===== src/shared/tncd_pkg.sv =====
// Purpose: Shared constants and types for the token network command decoder
// Assumes: AXI4-Lite register access, 32-bit data
// Notes: Register offsets are byte addresses
package tncd_pkg;
	localparam logic [7:0] OFF_CMD = 8'h00;
	localparam logic [7:0] OFF_STATUS = 8'h04;
	localparam logic [7:0] OFF_MASK = 8'h08;
	localparam logic [7:0] OFF_CONFIG = 8'h0C;
	localparam logic [7:0] CMD_CLR_TX_INT = 8'h00;
	localparam logic [7:0] CMD_DIS_TX = 8'h01;
	localparam logic [7:0] CMD_DIS_RX = 8'h02;
	localparam logic [7:0] CMD_CLR_RX_INT = 8'h08;
	localparam logic [7:0] MSK_RX_EN = 8'h47;
	localparam logic [7:0] PAT_RX_EN = 8'h04;
	localparam logic [7:0] MSK_TX_EN = 8'hC7;
	localparam logic [7:0] PAT_TX_EN = 8'h03;
	localparam logic [7:0] MSK_DEFCFG = 8'hF7;
	localparam logic [7:0] PAT_DEFCFG = 8'h05;
	localparam logic [7:0] MSK_CLRFLG = 8'hE7;
	localparam logic [7:0] PAT_CLRFLG = 8'h06;
	localparam int BIT_BCAST = 7;
	localparam int BIT_RECONFIG = 4;
	localparam int BIT_FINE = 5;
	localparam int BIT_POR = 3;
	localparam int BIT_LONG = 3;
	localparam int PAGE_LSB = 3;
	localparam logic [10:0] PAGE_BYTES = 11'h200;
	localparam logic [10:0] FINE_OFFSET = 11'h100;
	localparam logic [7:0] MASK_RESET = 8'h00;
	localparam logic [1:0] RESP_OKAY = 2'b00;
	localparam logic [1:0] RESP_SLVERR = 2'b10;
	// Status bit positions
	localparam int ST_TXFREE = 0;
	localparam int ST_TXACK = 1;
	localparam int ST_RXIDLE = 7;
	localparam int ST_POR = 4;
	localparam int ST_RECONFIG = 2;
	localparam int ST_REFUSALS = 3;

	typedef struct packed {
		logic transmitterFree;
		logic transmitAcked;
		logic receiverIdleFlag;
		logic porFlag;
		logic reconfigFlag;
		logic excessRefusalsFlag;
	} tncd_flags_s;

	typedef struct packed {
		logic armed;
		logic [10:0] startAddr;
		logic bcast;
	} tncd_arm_s;
endpackage


===== src/rtl/tncd_top.sv =====
// Purpose: Command register decoder with AXI4-Lite slave and status flags
// Assumes: Network engine supplies token and transfer events on core_clk
// Notes: Event inputs are same-domain one-cycle pulses
`timescale 1ns/100ps
`default_nettype none
// What this block does
// Recognise the two clear-interrupt codes
// Disable transmitter cancels queued unstarted transmit
// Transmitter free sets at next token
// Disable receiver cancels arm; idle at token
// Ongoing reception finishes despite disable
// Receive arm selects page, clears idle
// Fine bit adds 256 bytes receive
// Broadcast bit accepts identifier zero packets
// Successful reception sets receiver idle
// Transmit arm starts at next token
// Fine bit adds 256 bytes transmit
// Transmit arm clears free and acked
// Transmit completion sets transmitter free
// Acked set by completion when acknowledged
// Acknowledge returned by hardware on reception
// Length mode selects long or short
// Clear flags p clears power-up, refusals
// Clear flags r clears reconfiguration
// Free flag with mask raises interrupt
// Undefined codes change nothing
module tncd_top import tncd_pkg::*; (
	input wire logic core_clk,
	input wire logic rst,
	input wire logic [31:0] s_axi_awaddr,
	input wire logic s_axi_awvalid,
	output logic s_axi_awready,
	input wire logic [31:0] s_axi_wdata,
	input wire logic [3:0] s_axi_wstrb,
	input wire logic s_axi_wvalid,
	output logic s_axi_wready,
	output logic [1:0] s_axi_bresp,
	output logic s_axi_bvalid,
	input wire logic s_axi_bready,
	input wire logic [31:0] s_axi_araddr,
	input wire logic s_axi_arvalid,
	output logic s_axi_arready,
	output logic [31:0] s_axi_rdata,
	output logic [1:0] s_axi_rresp,
	output logic s_axi_rvalid,
	input wire logic s_axi_rready,
	input wire logic tokenSeen,
	input wire logic txDone,
	input wire logic ackSeen,
	input wire logic rxStart,
	input wire logic rxGood,
	input wire logic rxEnd,
	input wire logic porEvent,
	input wire logic reconfigEvent,
	input wire logic refusalsEvent,
	output logic txStart,
	output logic [10:0] txStartAddr,
	output logic rxArmed,
	output logic [10:0] rxStartAddr,
	output logic rxBroadcast,
	output logic rxAckSend,
	output logic longPackets,
	output logic chainTxIntClr,
	output logic chainRxIntClr,
	output logic txFreeIrq
);
	function automatic logic [10:0] pageAddr(input logic [7:0] code);
		pageAddr = 11'(code[PAGE_LSB+1:PAGE_LSB]) * PAGE_BYTES
			+ (code[BIT_FINE] ? FINE_OFFSET : 11'h000);
	endfunction

	function automatic logic hit(input logic [7:0] code, input logic [7:0] msk,
		input logic [7:0] pat);
		hit = (code & msk) == pat;
	endfunction

	// Bus state
	logic awHeld_ff, nxt_awHeld;
	logic wHeld_ff, nxt_wHeld;
	logic [7:0] awAddr_ff, nxt_awAddr;
	logic [31:0] wData_ff, nxt_wData;
	logic [3:0] wStrb_ff, nxt_wStrb;
	logic bValid_ff, nxt_bValid;
	logic [1:0] bResp_ff, nxt_bResp;
	logic rValid_ff, nxt_rValid;
	logic [31:0] rData_ff, nxt_rData;
	logic [1:0] rResp_ff, nxt_rResp;
	// Block state
	tncd_flags_s flags_ff, nxt_flags;
	tncd_arm_s txArm_ff, nxt_txArm;
	tncd_arm_s rxArm_ff, nxt_rxArm;
	logic txPendFree_ff, nxt_txPendFree;
	logic rxPendIdle_ff, nxt_rxPendIdle;
	logic rxBusy_ff, nxt_rxBusy;
	logic txBusy_ff, nxt_txBusy;
	logic longMode_ff, nxt_longMode;
	logic [7:0] mask_ff, nxt_mask;
	logic txStart_ff, nxt_txStart;
	logic ack_ff, nxt_ack;
	logic chainTx_ff, nxt_chainTx;
	logic chainRx_ff, nxt_chainRx;

	logic doWrite;
	logic cmdWrite;
	logic [7:0] cmd;
	logic [7:0] statusByte;

	always_comb begin
		statusByte = 8'h00;
		statusByte[ST_TXFREE] = flags_ff.transmitterFree;
		statusByte[ST_TXACK] = flags_ff.transmitAcked;
		statusByte[ST_RXIDLE] = flags_ff.receiverIdleFlag;
		statusByte[ST_POR] = flags_ff.porFlag;
		statusByte[ST_RECONFIG] = flags_ff.reconfigFlag;
		statusByte[ST_REFUSALS] = flags_ff.excessRefusalsFlag;
	end

	assign doWrite = awHeld_ff && wHeld_ff && !bValid_ff;
	assign cmdWrite = doWrite && awAddr_ff == OFF_CMD && wStrb_ff[0];
	assign cmd = wData_ff[7:0];

	// AXI4-Lite slave: address and data taken in either order
	always_comb begin
		nxt_awHeld = awHeld_ff;
		nxt_wHeld = wHeld_ff;
		nxt_awAddr = awAddr_ff;
		nxt_wData = wData_ff;
		nxt_wStrb = wStrb_ff;
		nxt_bValid = bValid_ff;
		nxt_bResp = bResp_ff;
		nxt_rValid = rValid_ff;
		nxt_rData = rData_ff;
		nxt_rResp = rResp_ff;
		if (s_axi_awvalid && s_axi_awready) begin
			nxt_awHeld = 1'b1;
			nxt_awAddr = {s_axi_awaddr[7:2], 2'b00};
		end
		if (s_axi_wvalid && s_axi_wready) begin
			nxt_wHeld = 1'b1;
			nxt_wData = s_axi_wdata;
			nxt_wStrb = s_axi_wstrb;
		end
		if (doWrite) begin
			nxt_awHeld = 1'b0;
			nxt_wHeld = 1'b0;
			nxt_bValid = 1'b1;
			nxt_bResp = (awAddr_ff == OFF_CMD || awAddr_ff == OFF_MASK
				|| awAddr_ff == OFF_CONFIG || awAddr_ff == OFF_STATUS) ? RESP_OKAY : RESP_SLVERR;
		end
		if (bValid_ff && s_axi_bready) begin
			nxt_bValid = 1'b0;
		end
		if (s_axi_arvalid && s_axi_arready) begin
			nxt_rValid = 1'b1;
			nxt_rResp = RESP_OKAY;
			unique case ({s_axi_araddr[7:2], 2'b00})
				OFF_CMD: nxt_rData = 32'h0000_0000;
				OFF_STATUS: nxt_rData = {24'h000000, statusByte};
				OFF_MASK: nxt_rData = {24'h000000, mask_ff};
				OFF_CONFIG: nxt_rData = {31'h00000000, longMode_ff};
				default: begin
					nxt_rData = 32'h0000_0000;
					nxt_rResp = RESP_SLVERR;
				end
			endcase
		end
		if (rValid_ff && s_axi_rready) begin
			nxt_rValid = 1'b0;
		end
	end

	always_ff @(posedge core_clk) begin
		if (rst) begin
			awHeld_ff <= 1'b0;
			wHeld_ff <= 1'b0;
			awAddr_ff <= 8'h00;
			wData_ff <= 32'h0000_0000;
			wStrb_ff <= 4'h0;
			bValid_ff <= 1'b0;
			bResp_ff <= RESP_OKAY;
			rValid_ff <= 1'b0;
			rData_ff <= 32'h0000_0000;
			rResp_ff <= RESP_OKAY;
		end else begin
			awHeld_ff <= nxt_awHeld;
			wHeld_ff <= nxt_wHeld;
			awAddr_ff <= nxt_awAddr;
			wData_ff <= nxt_wData;
			wStrb_ff <= nxt_wStrb;
			bValid_ff <= nxt_bValid;
			bResp_ff <= nxt_bResp;
			rValid_ff <= nxt_rValid;
			rData_ff <= nxt_rData;
			rResp_ff <= nxt_rResp;
		end
	end

	// Command decode and status flags; hardware events applied after commands so sets win
	always_comb begin
		nxt_flags = flags_ff;
		nxt_txArm = txArm_ff;
		nxt_rxArm = rxArm_ff;
		nxt_txPendFree = txPendFree_ff;
		nxt_rxPendIdle = rxPendIdle_ff;
		nxt_rxBusy = rxBusy_ff;
		nxt_txBusy = txBusy_ff;
		nxt_longMode = longMode_ff;
		nxt_mask = mask_ff;
		nxt_txStart = 1'b0;
		nxt_ack = 1'b0;
		nxt_chainTx = 1'b0;
		nxt_chainRx = 1'b0;
		if (doWrite && awAddr_ff == OFF_MASK && wStrb_ff[0]) begin
			nxt_mask = wData_ff[7:0];
		end
		if (doWrite && awAddr_ff == OFF_CONFIG && wStrb_ff[0]) begin
			nxt_longMode = wData_ff[0];
		end
		if (cmdWrite) begin
			if (cmd == CMD_CLR_TX_INT) begin
				nxt_chainTx = 1'b1;
			end else if (cmd == CMD_CLR_RX_INT) begin
				nxt_chainRx = 1'b1;
			end else if (cmd == CMD_DIS_TX) begin
				nxt_txArm.armed = 1'b0;
				nxt_txPendFree = 1'b1;
			end else if (cmd == CMD_DIS_RX) begin
				nxt_rxArm.armed = 1'b0;
				nxt_rxPendIdle = !rxBusy_ff;
			end else if (hit(cmd, MSK_RX_EN, PAT_RX_EN)) begin
				nxt_rxArm.armed = 1'b1;
				nxt_rxArm.startAddr = pageAddr(cmd);
				nxt_rxArm.bcast = cmd[BIT_BCAST];
				nxt_rxPendIdle = 1'b0;
				nxt_flags.receiverIdleFlag = 1'b0;
			end else if (hit(cmd, MSK_TX_EN, PAT_TX_EN)) begin
				nxt_txArm.armed = 1'b1;
				nxt_txArm.startAddr = pageAddr(cmd);
				nxt_txArm.bcast = 1'b0;
				nxt_txPendFree = 1'b0;
				nxt_flags.transmitterFree = 1'b0;
				nxt_flags.transmitAcked = 1'b0;
			end else if (hit(cmd, MSK_DEFCFG, PAT_DEFCFG)) begin
				nxt_longMode = cmd[BIT_LONG];
			end else if (hit(cmd, MSK_CLRFLG, PAT_CLRFLG)) begin
				if (cmd[BIT_POR]) begin
					nxt_flags.porFlag = 1'b0;
					nxt_flags.excessRefusalsFlag = 1'b0;
				end
				if (cmd[BIT_RECONFIG]) begin
					nxt_flags.reconfigFlag = 1'b0;
				end
			end
			// Other codes fall through untouched
		end
		if (tokenSeen) begin
			if (txArm_ff.armed && !txBusy_ff) begin
				nxt_txStart = 1'b1;
				nxt_txBusy = 1'b1;
				nxt_txArm.armed = 1'b0;
			end
			if (txPendFree_ff) begin
				nxt_flags.transmitterFree = 1'b1;
				nxt_txPendFree = 1'b0;
			end
			if (rxPendIdle_ff) begin
				nxt_flags.receiverIdleFlag = 1'b1;
				nxt_rxPendIdle = 1'b0;
			end
		end
		if (txBusy_ff && ackSeen) begin
			nxt_flags.transmitAcked = 1'b1;
		end
		if (txBusy_ff && txDone) begin
			nxt_txBusy = 1'b0;
			nxt_flags.transmitterFree = 1'b1;
			nxt_flags.transmitAcked = flags_ff.transmitAcked | ackSeen;
		end
		// An armed reception keeps running even if disabled midway
		if (rxStart && rxArm_ff.armed) begin
			nxt_rxBusy = 1'b1;
		end
		if (rxBusy_ff && rxEnd) begin
			nxt_rxBusy = 1'b0;
			nxt_rxArm.armed = 1'b0;
			if (rxGood) begin
				nxt_ack = 1'b1;
				nxt_flags.receiverIdleFlag = 1'b1;
			end
		end
		if (porEvent) begin
			nxt_flags.porFlag = 1'b1;
		end
		if (reconfigEvent) begin
			nxt_flags.reconfigFlag = 1'b1;
		end
		if (refusalsEvent) begin
			nxt_flags.excessRefusalsFlag = 1'b1;
		end
	end

	always_ff @(posedge core_clk) begin
		if (rst) begin
			flags_ff <= '{transmitterFree: 1'b1, transmitAcked: 1'b0, receiverIdleFlag: 1'b1,
				porFlag: 1'b1, reconfigFlag: 1'b0, excessRefusalsFlag: 1'b0};
			txArm_ff <= '0;
			rxArm_ff <= '0;
			txPendFree_ff <= 1'b0;
			rxPendIdle_ff <= 1'b0;
			rxBusy_ff <= 1'b0;
			txBusy_ff <= 1'b0;
			longMode_ff <= 1'b0;
			mask_ff <= MASK_RESET;
			txStart_ff <= 1'b0;
			ack_ff <= 1'b0;
			chainTx_ff <= 1'b0;
			chainRx_ff <= 1'b0;
		end else begin
			flags_ff <= nxt_flags;
			txArm_ff <= nxt_txArm;
			rxArm_ff <= nxt_rxArm;
			txPendFree_ff <= nxt_txPendFree;
			rxPendIdle_ff <= nxt_rxPendIdle;
			rxBusy_ff <= nxt_rxBusy;
			txBusy_ff <= nxt_txBusy;
			longMode_ff <= nxt_longMode;
			mask_ff <= nxt_mask;
			txStart_ff <= nxt_txStart;
			ack_ff <= nxt_ack;
			chainTx_ff <= nxt_chainTx;
			chainRx_ff <= nxt_chainRx;
		end
	end

	// Bus ready: one write and one read in flight at most
	assign s_axi_awready = !awHeld_ff && !bValid_ff;
	assign s_axi_wready = !wHeld_ff && !bValid_ff;
	assign s_axi_bvalid = bValid_ff;
	assign s_axi_bresp = bResp_ff;
	assign s_axi_arready = !rValid_ff;
	assign s_axi_rvalid = rValid_ff;
	assign s_axi_rdata = rData_ff;
	assign s_axi_rresp = rResp_ff;

	assign txStart = txStart_ff;
	assign txStartAddr = txArm_ff.startAddr;
	assign rxArmed = rxArm_ff.armed;
	assign rxStartAddr = rxArm_ff.startAddr;
	assign rxBroadcast = rxArm_ff.bcast;
	assign rxAckSend = ack_ff;
	assign longPackets = longMode_ff;
	assign chainTxIntClr = chainTx_ff;
	assign chainRxIntClr = chainRx_ff;
	assign txFreeIrq = flags_ff.transmitterFree & mask_ff[ST_TXFREE];
endmodule // tncd_top
`default_nettype wire


===== config.mk =====
export PLATFORM = sky130hd
export DESIGN_NAME = tncd_top
export DESIGN_NICKNAME = d
export VERILOG_FILES = /design/src/shared/tncd_pkg.sv /design/src/rtl/tncd_top.sv
export SDC_FILE = /design/constraint.sdc
export NUM_CORES = 1
export LEC_CHECK = 0
export BUFFER_PORTS_ARGS = -buffer_cell sky130_fd_sc_hd__buf_2
export CAP_MARGIN = 0
export CELL_PAD_IN_SITES_DETAIL_PLACEMENT = 1
export CELL_PAD_IN_SITES_GLOBAL_PLACEMENT = 2
export CORE_MARGIN = 4
export CORE_UTILIZATION = 21
export CTS_BUF_LIST = sky130_fd_sc_hd__clkbuf_16
export CTS_CLUSTER_SIZE = 14
export DETAILED_ROUTE_END_ITERATION = 16
export PLACE_DENSITY_LB_ADDON = 0.1
export SLEW_MARGIN = 20
export SYNTH_ARGS = -nofsm -noshare
export SYNTH_HDL_FRONTEND = slang
export SYNTH_SLANG_ARGS = --single-unit

===== constraint.sdc =====
create_clock -name core_clk -period 2.6 [get_ports core_clk]
set_clock_uncertainty 0.15 [all_clocks]
set_input_delay 0.13 -clock core_clk [delete_from_list [all_inputs] [get_ports core_clk]]
set_output_delay 0.13 -clock core_clk [all_outputs]
set_load 0.02 [all_outputs]

# [After elaboration in Yosys (flattened, before gate mapping)]
# Index checks and enable logic that the tools add are counted.
[word_totals] reg_bits=103 input_bits=116 out_inout_bits=71 elab_cells=207
[op_classes] add_sub_neg=1 n_eq_ne=32 mux=71 bitwise_logic=12 reduce_logical=60
[op_table] operator="$mux W13" count=7
[op_table] operator="$mux W1" count=48
[op_table] operator="$mux W6" count=5
[op_table] operator="$reduce_and A10 Y1" count=3
[op_table] operator="$ne A2 B2 Y1 const B" count=14
[op_table] operator="$eq A6 B2 Y1 const B" count=4
[op_table] operator="$pmux W8 S3" count=1
[op_table] operator="$logic_and A1 B1 Y1" count=20
[op_table] operator="$reduce_or A2 Y1" count=9
[op_table] operator="$logic_not A8 Y1" count=2
[op_table] operator="$ne A3 B1 Y1 const B" count=5
[op_table] operator="$reduce_and A7 Y1" count=2
[op_table] operator="$reduce_bool A2 Y1" count=7
[op_table] operator="$eq A6 B1 Y1 const B" count=2
[op_table] operator="$mux W12" count=1
[op_table] operator="$mux W3" count=4
[op_table] operator="$add A11 B9 Y11" count=1
[op_table] operator="$not A1 Y1" count=10
[op_table] operator="$mux W9" count=1
[op_table] operator="$eq A8 B1 Y1 const B" count=1
[op_table] operator="$eq A8 B2 Y1 const B" count=1
[op_table] operator="$eq A8 B4 Y1 const B" count=1
[op_table] operator="$mux W2" count=4
[op_table] operator="$eq A7 B3 Y1 const B" count=1
[op_table] operator="other kinds (14)" count=22

# [Logic depth before layout (Yosys ltp)]
[logic_depth] word_depth=14 depth_mapped=6 ltp_nobuf=4

# [Worst setup path before layout]
# OpenSTA, ideal clock, no wires.
[synth_path] path_kind="reg-to-reg" from="register wData_ff[6]" to="register rxPendIdle_ff" setup_ns=0.074 arrival_time_ns=1.818 t_required_ns=2.376 path_slack_ns=0.557 path_stages_with_launch=5 n_path_buf=0 synth_period_minus_slack_ns=2.043 path_cell_list="dfxtp_1 or4_4 or4_4 or4b_1 o21ai_0"
[synth_via] elab_chain_len=9 word_cells_on_any_way=13 cone_classes="eq/ne: 4; mux: 8; reduce/logical: 1"
[synth_lines] item="start: declaration" line_no="tncd_top.sv:81" source="logic [31:0] wData_ff, nxt_wData;"
[synth_lines] item="start signal: assignment" line_no="tncd_top.sv:188" source="wData_ff <= nxt_wData;"
[synth_lines] item="$eq A4 B3 Y1" line_no="tncd_top.sv:74" source="hit = (code & msk) == pat;"
[synth_lines] item="$mux W1" line_no="tncd_top.sv:230" source="end else if (hit(cmd, MSK_RX_EN, PAT_RX_EN)) begin"
[synth_lines] item="$mux W1" line_no="tncd_top.sv:227" source="end else if (cmd == CMD_DIS_RX) begin"
[synth_lines] item="$mux W1" line_no="tncd_top.sv:224" source="end else if (cmd == CMD_DIS_TX) begin"
[synth_lines] item="$mux W1" line_no="tncd_top.sv:222" source="end else if (cmd == CMD_CLR_RX_INT) begin"
[synth_lines] item="$mux W1 *" line_no="tncd_top.sv:220" source="if (cmd == CMD_CLR_TX_INT) begin"
[synth_lines] item="$mux W1 *" line_no="tncd_top.sv:219" source="if (cmdWrite) begin"
[synth_lines] item="$mux W1" line_no="tncd_top.sv:266" source="if (rxPendIdle_ff) begin"
[synth_lines] item="$mux W1 *" line_no="tncd_top.sv:256" source="if (tokenSeen) begin"
[synth_lines] item="end signal: assignment" line_no="tncd_top.sv:323" source="rxPendIdle_ff <= nxt_rxPendIdle;"
[synth_lines] item="end: declaration" line_no="tncd_top.sv:93" source="logic rxPendIdle_ff, nxt_rxPendIdle;"
# Every way passes the cells marked *; elsewhere a longest branch is shown, timed or not.
# A chain may end at the register's enable or synchronous reset.

# [Final worst setup path]
[layout_path] from="register wData_ff[7]" to="register rxPendIdle_ff"
[layout_via] elab_chain_len=8 word_cells_on_any_way=11 cone_classes="eq/ne: 3; mux: 7; reduce/logical: 1"
[layout_lines] item="$eq A8 B2 Y1" line_no="tncd_top.sv:227"
[layout_lines] item="$mux W1" line_no="tncd_top.sv:227"
[layout_lines] item="$mux W1" line_no="tncd_top.sv:224"
[layout_lines] item="$mux W1" line_no="tncd_top.sv:222"
[layout_lines] item="$mux W1 *" line_no="tncd_top.sv:220"
[layout_lines] item="$mux W1 *" line_no="tncd_top.sv:219"
[layout_lines] item="$mux W1" line_no="tncd_top.sv:266"
[layout_lines] item="$mux W1 *" line_no="tncd_top.sv:256"
# Marks and branches as above.

==> impl_metrics.json <==
{
  "status": "finished clean",
  "crit_buf_inv": 0,
  "dp_hpwl_um": 5860,
  "drive_gt1_share_pct": 21.5,
  "worstSetupStartpointType": "register",
  "cp_cell_sequence": "or4_4 > or4_4 > or4b_1 > o21ai_0",
  "ys_types": 40,
  "hp-class": "primary input to register",
  "synthCells": 319,
  "required_ns": 2.70,
  "worst_slew_pin_slew_ns": 0.668,
  "synth_warnings": 0,
  "wl_per_cell_um": 13.6,
  "cp_top_family": "simple AND/OR/NAND/NOR gates",
  "cp.arrival_ns": 2.20,
  "vias_per_cell": 4.07,
  "ys_top_cells_by_count": "61 x dfxtp_1, 45 x buf_4, 40 x nor2_1",
  "cp_slowest_cell": "or4_4",
  "endpoint_kind": "register",
  "drt-total-wl_um": 8000,
  "worst_slack_ns": 0.497,
  "remaining_drc_errors": 0,
  "synth_seq_area_share_pct": 44.2,
  "chipHeight_um": 123,
  "final_area_um2": 3720,
  "synth-compound-area-share_pct": 12.8,
  "setup_tns_ns": 0,
  "hold_viol_final": 0,
  "p_total_mw": 2.50,
  "slowest_delay_ns": 0.48,
  "clkLatencyLatePin_ns": 0.32,
  "slew_violations": 0,
  "ys_seq_elements": 61,
  "rsz0062_at_grt": "false",
  "crit_fanout": 7,
  "syn_avg_cell_area_um2": 8.66,
  "setup_viol": 0,
  "die-width_um": 123,
  "first_global_vias": 2490,
  "async_flop_share_pct": 0,
  "cts_made_buffers": 9,
  "synth_edf_count": 0,
  "cts_resized": 0,
  "placed_area_um2": 3110,
  "n_antenna_cell": 0,
  "dieArea_um2": 15100,
  "max_cap_viol_count": 0,
  "max_clock_freq_mhz": 476,
  "synth_top_area_cell": "dfxtp_1",
  "rows": 41,
  "path_class": "register to register",
  "tritoncts": "yes",
  "design.core.area_um2": 12800,
  "syn_to_final_growth_pct": 34.5,
  "gp_congestion": 0.706,
  "cts_root_buffer": "clkbuf_16",
  "layoutNonFillerInstCount": 590,
  "max_slew_margin_pct": 55.3,
  "grt_use_total_pct": 11.0,
  "irDropWorstVdd_mv": 0.284,
  "ant_nets": 0,
  "final_util_pct": 29.1,
  "synth-adder-area-share_pct": 0,
  "gr-total-overflow": 0,
  "synthFlopType": "dfxtp_1",
  "clk_pin_slew_worst_paths_ns": 0.05,
  "dr.pass1.iters": 4,
  "hold_ws_ns": 0.0529,
  "placedCellCount": 544,
  "min_period_ns": 2.10,
  "fin_nets": 529,
  "antenna_found_initial": 0,
  "ioPinCount": 187,
  "grt_pass1_wl_um": 12800,
  "synth_xor_area_share_pct": 0,
  "drt_iter0_drc": 91,
  "total_leakage_power_nw": 1.64,
  "cts_sinks": 61,
  "post-place-ws_ns": 0.491,
  "initial_utilization_pct": 21.6,
  "vias": 2399,
  "yosys-mux-area-fraction_pct": 7.29,
  "grt_max_degree": 29,
  "ys_top_cells_by_area": "dfxtp_1 44%, buf_4 12%, mux2i_1 6.9%, nor2_1 5.4%, a21oi_1 5.1%",
  "htree_levels": 3,
  "period_share_pct": 80.9,
  "path_common_cell": "or4_4",
  "clockBufferDepth": 2,
  "synth_simple_gate_area_share_pct": 20.3,
  "port_buffers": 65,
  "synth_top_family_by_area": "simple AND/OR/NAND/NOR gates",
  "synth_top_area_share_pct": 44.2,
  "powerDensity_nw_per_um2": 674,
  "yosysMostFrequentCell": "dfxtp_1",
  "netlist_area_um2": 2760
}
[per-layer routing]
| metal | vias up | global-route usage [%] | wire length, µm |
|---|---|---|---|
| met5 | - | 0 | 0 |
| met2 | 56 | 19.1 | 3990 |
| li1 | 1197 | - | - |
| met1 | 1137 | 13.1 | 3540 |
| met4 | 0 | 4.20 | 105 |
| met3 | 9 | 2.44 | 369 |
[tightest hold or removal path: cells and delay by family]
family | cells | cell delay (ns)
compound gates | 2 | 0.19
buf+inv | 1 | 0.10
simple gates | 1 | 0.07
[path summary, 6_finish.rpt]
path                   startpoint             end  slack [ns]  depth (start not counted)
setup / recovery      wData_ff[7]   rxPendIdle_ff        0.50                          4
hold / removal    s_axi_araddr[2]  s_axi_rdata[0]        0.05                          4
setup reg to reg      wData_ff[7]   rxPendIdle_ff        0.50                          4
hold reg to reg       wStrb_ff[0]     wStrb_ff[0]        0.31                          2
[cells in the final DEF, fill, tap and decap left out, types with 12 or more instances in the layout]
master         synthesis  layout
a21oi_1               28      28
buf_2                  1      65
conb_1                 1      42
dfxtp_1               61      61
dlygate4sd3_1          0      30
mux2i_1               19      19
nand2_1               26      26
nor2_1                40      40
o21ai_0               12      12
[registers in the layout, summed over array words and instances, names as in the netlist, 3 cells and up]
signal       count
flags_ff         6
mask_ff          8
awAddr_ff        6
rxStartAddr      3
s_axi_rdata      8
wData_ff         8
txStartAddr      3
[area by class of cell]
class | instances | area (µm²)
clock buffer | 9 | 225
clock inverter | 7 | 81.3
fill | 1519 | 9050
inverter | 8 | 30.0
multi-input combinational | 232 | 1270
sequential | 61 | 1220
tap | 172 | 215
timing repair buffer | 101 | 671
[power breakdown]
part | internal (mW) | switching (mW) | total (mW) | leakage [nW]
Clock | 0.824 | 0.412 | 1.24 | 0.155
Sequential | 0.961 | 0.0279 | 0.989 | 0.496
Combinational | 0.108 | 0.171 | 0.279 | 0.989
Total | 1.89 | 0.611 | 2.50 | 1.64
[logic make-up (layout without fill, tap and decap cells)]
kind of cell           after synthesis  after routing
and+or+nand+nor                    111            111
AOI/OAI and AO/OA                   59             59
buffers and inverters               67            125
other                                1             42
DFF                                 61             61
muxes                               20             20
[what timing repair did]
action,CTS,global route
endpoints found under the hold margin,28,0
buffers inserted,0,0
hold buffers,30,0
No activity file was read; power rests on OpenSTA's default activity.
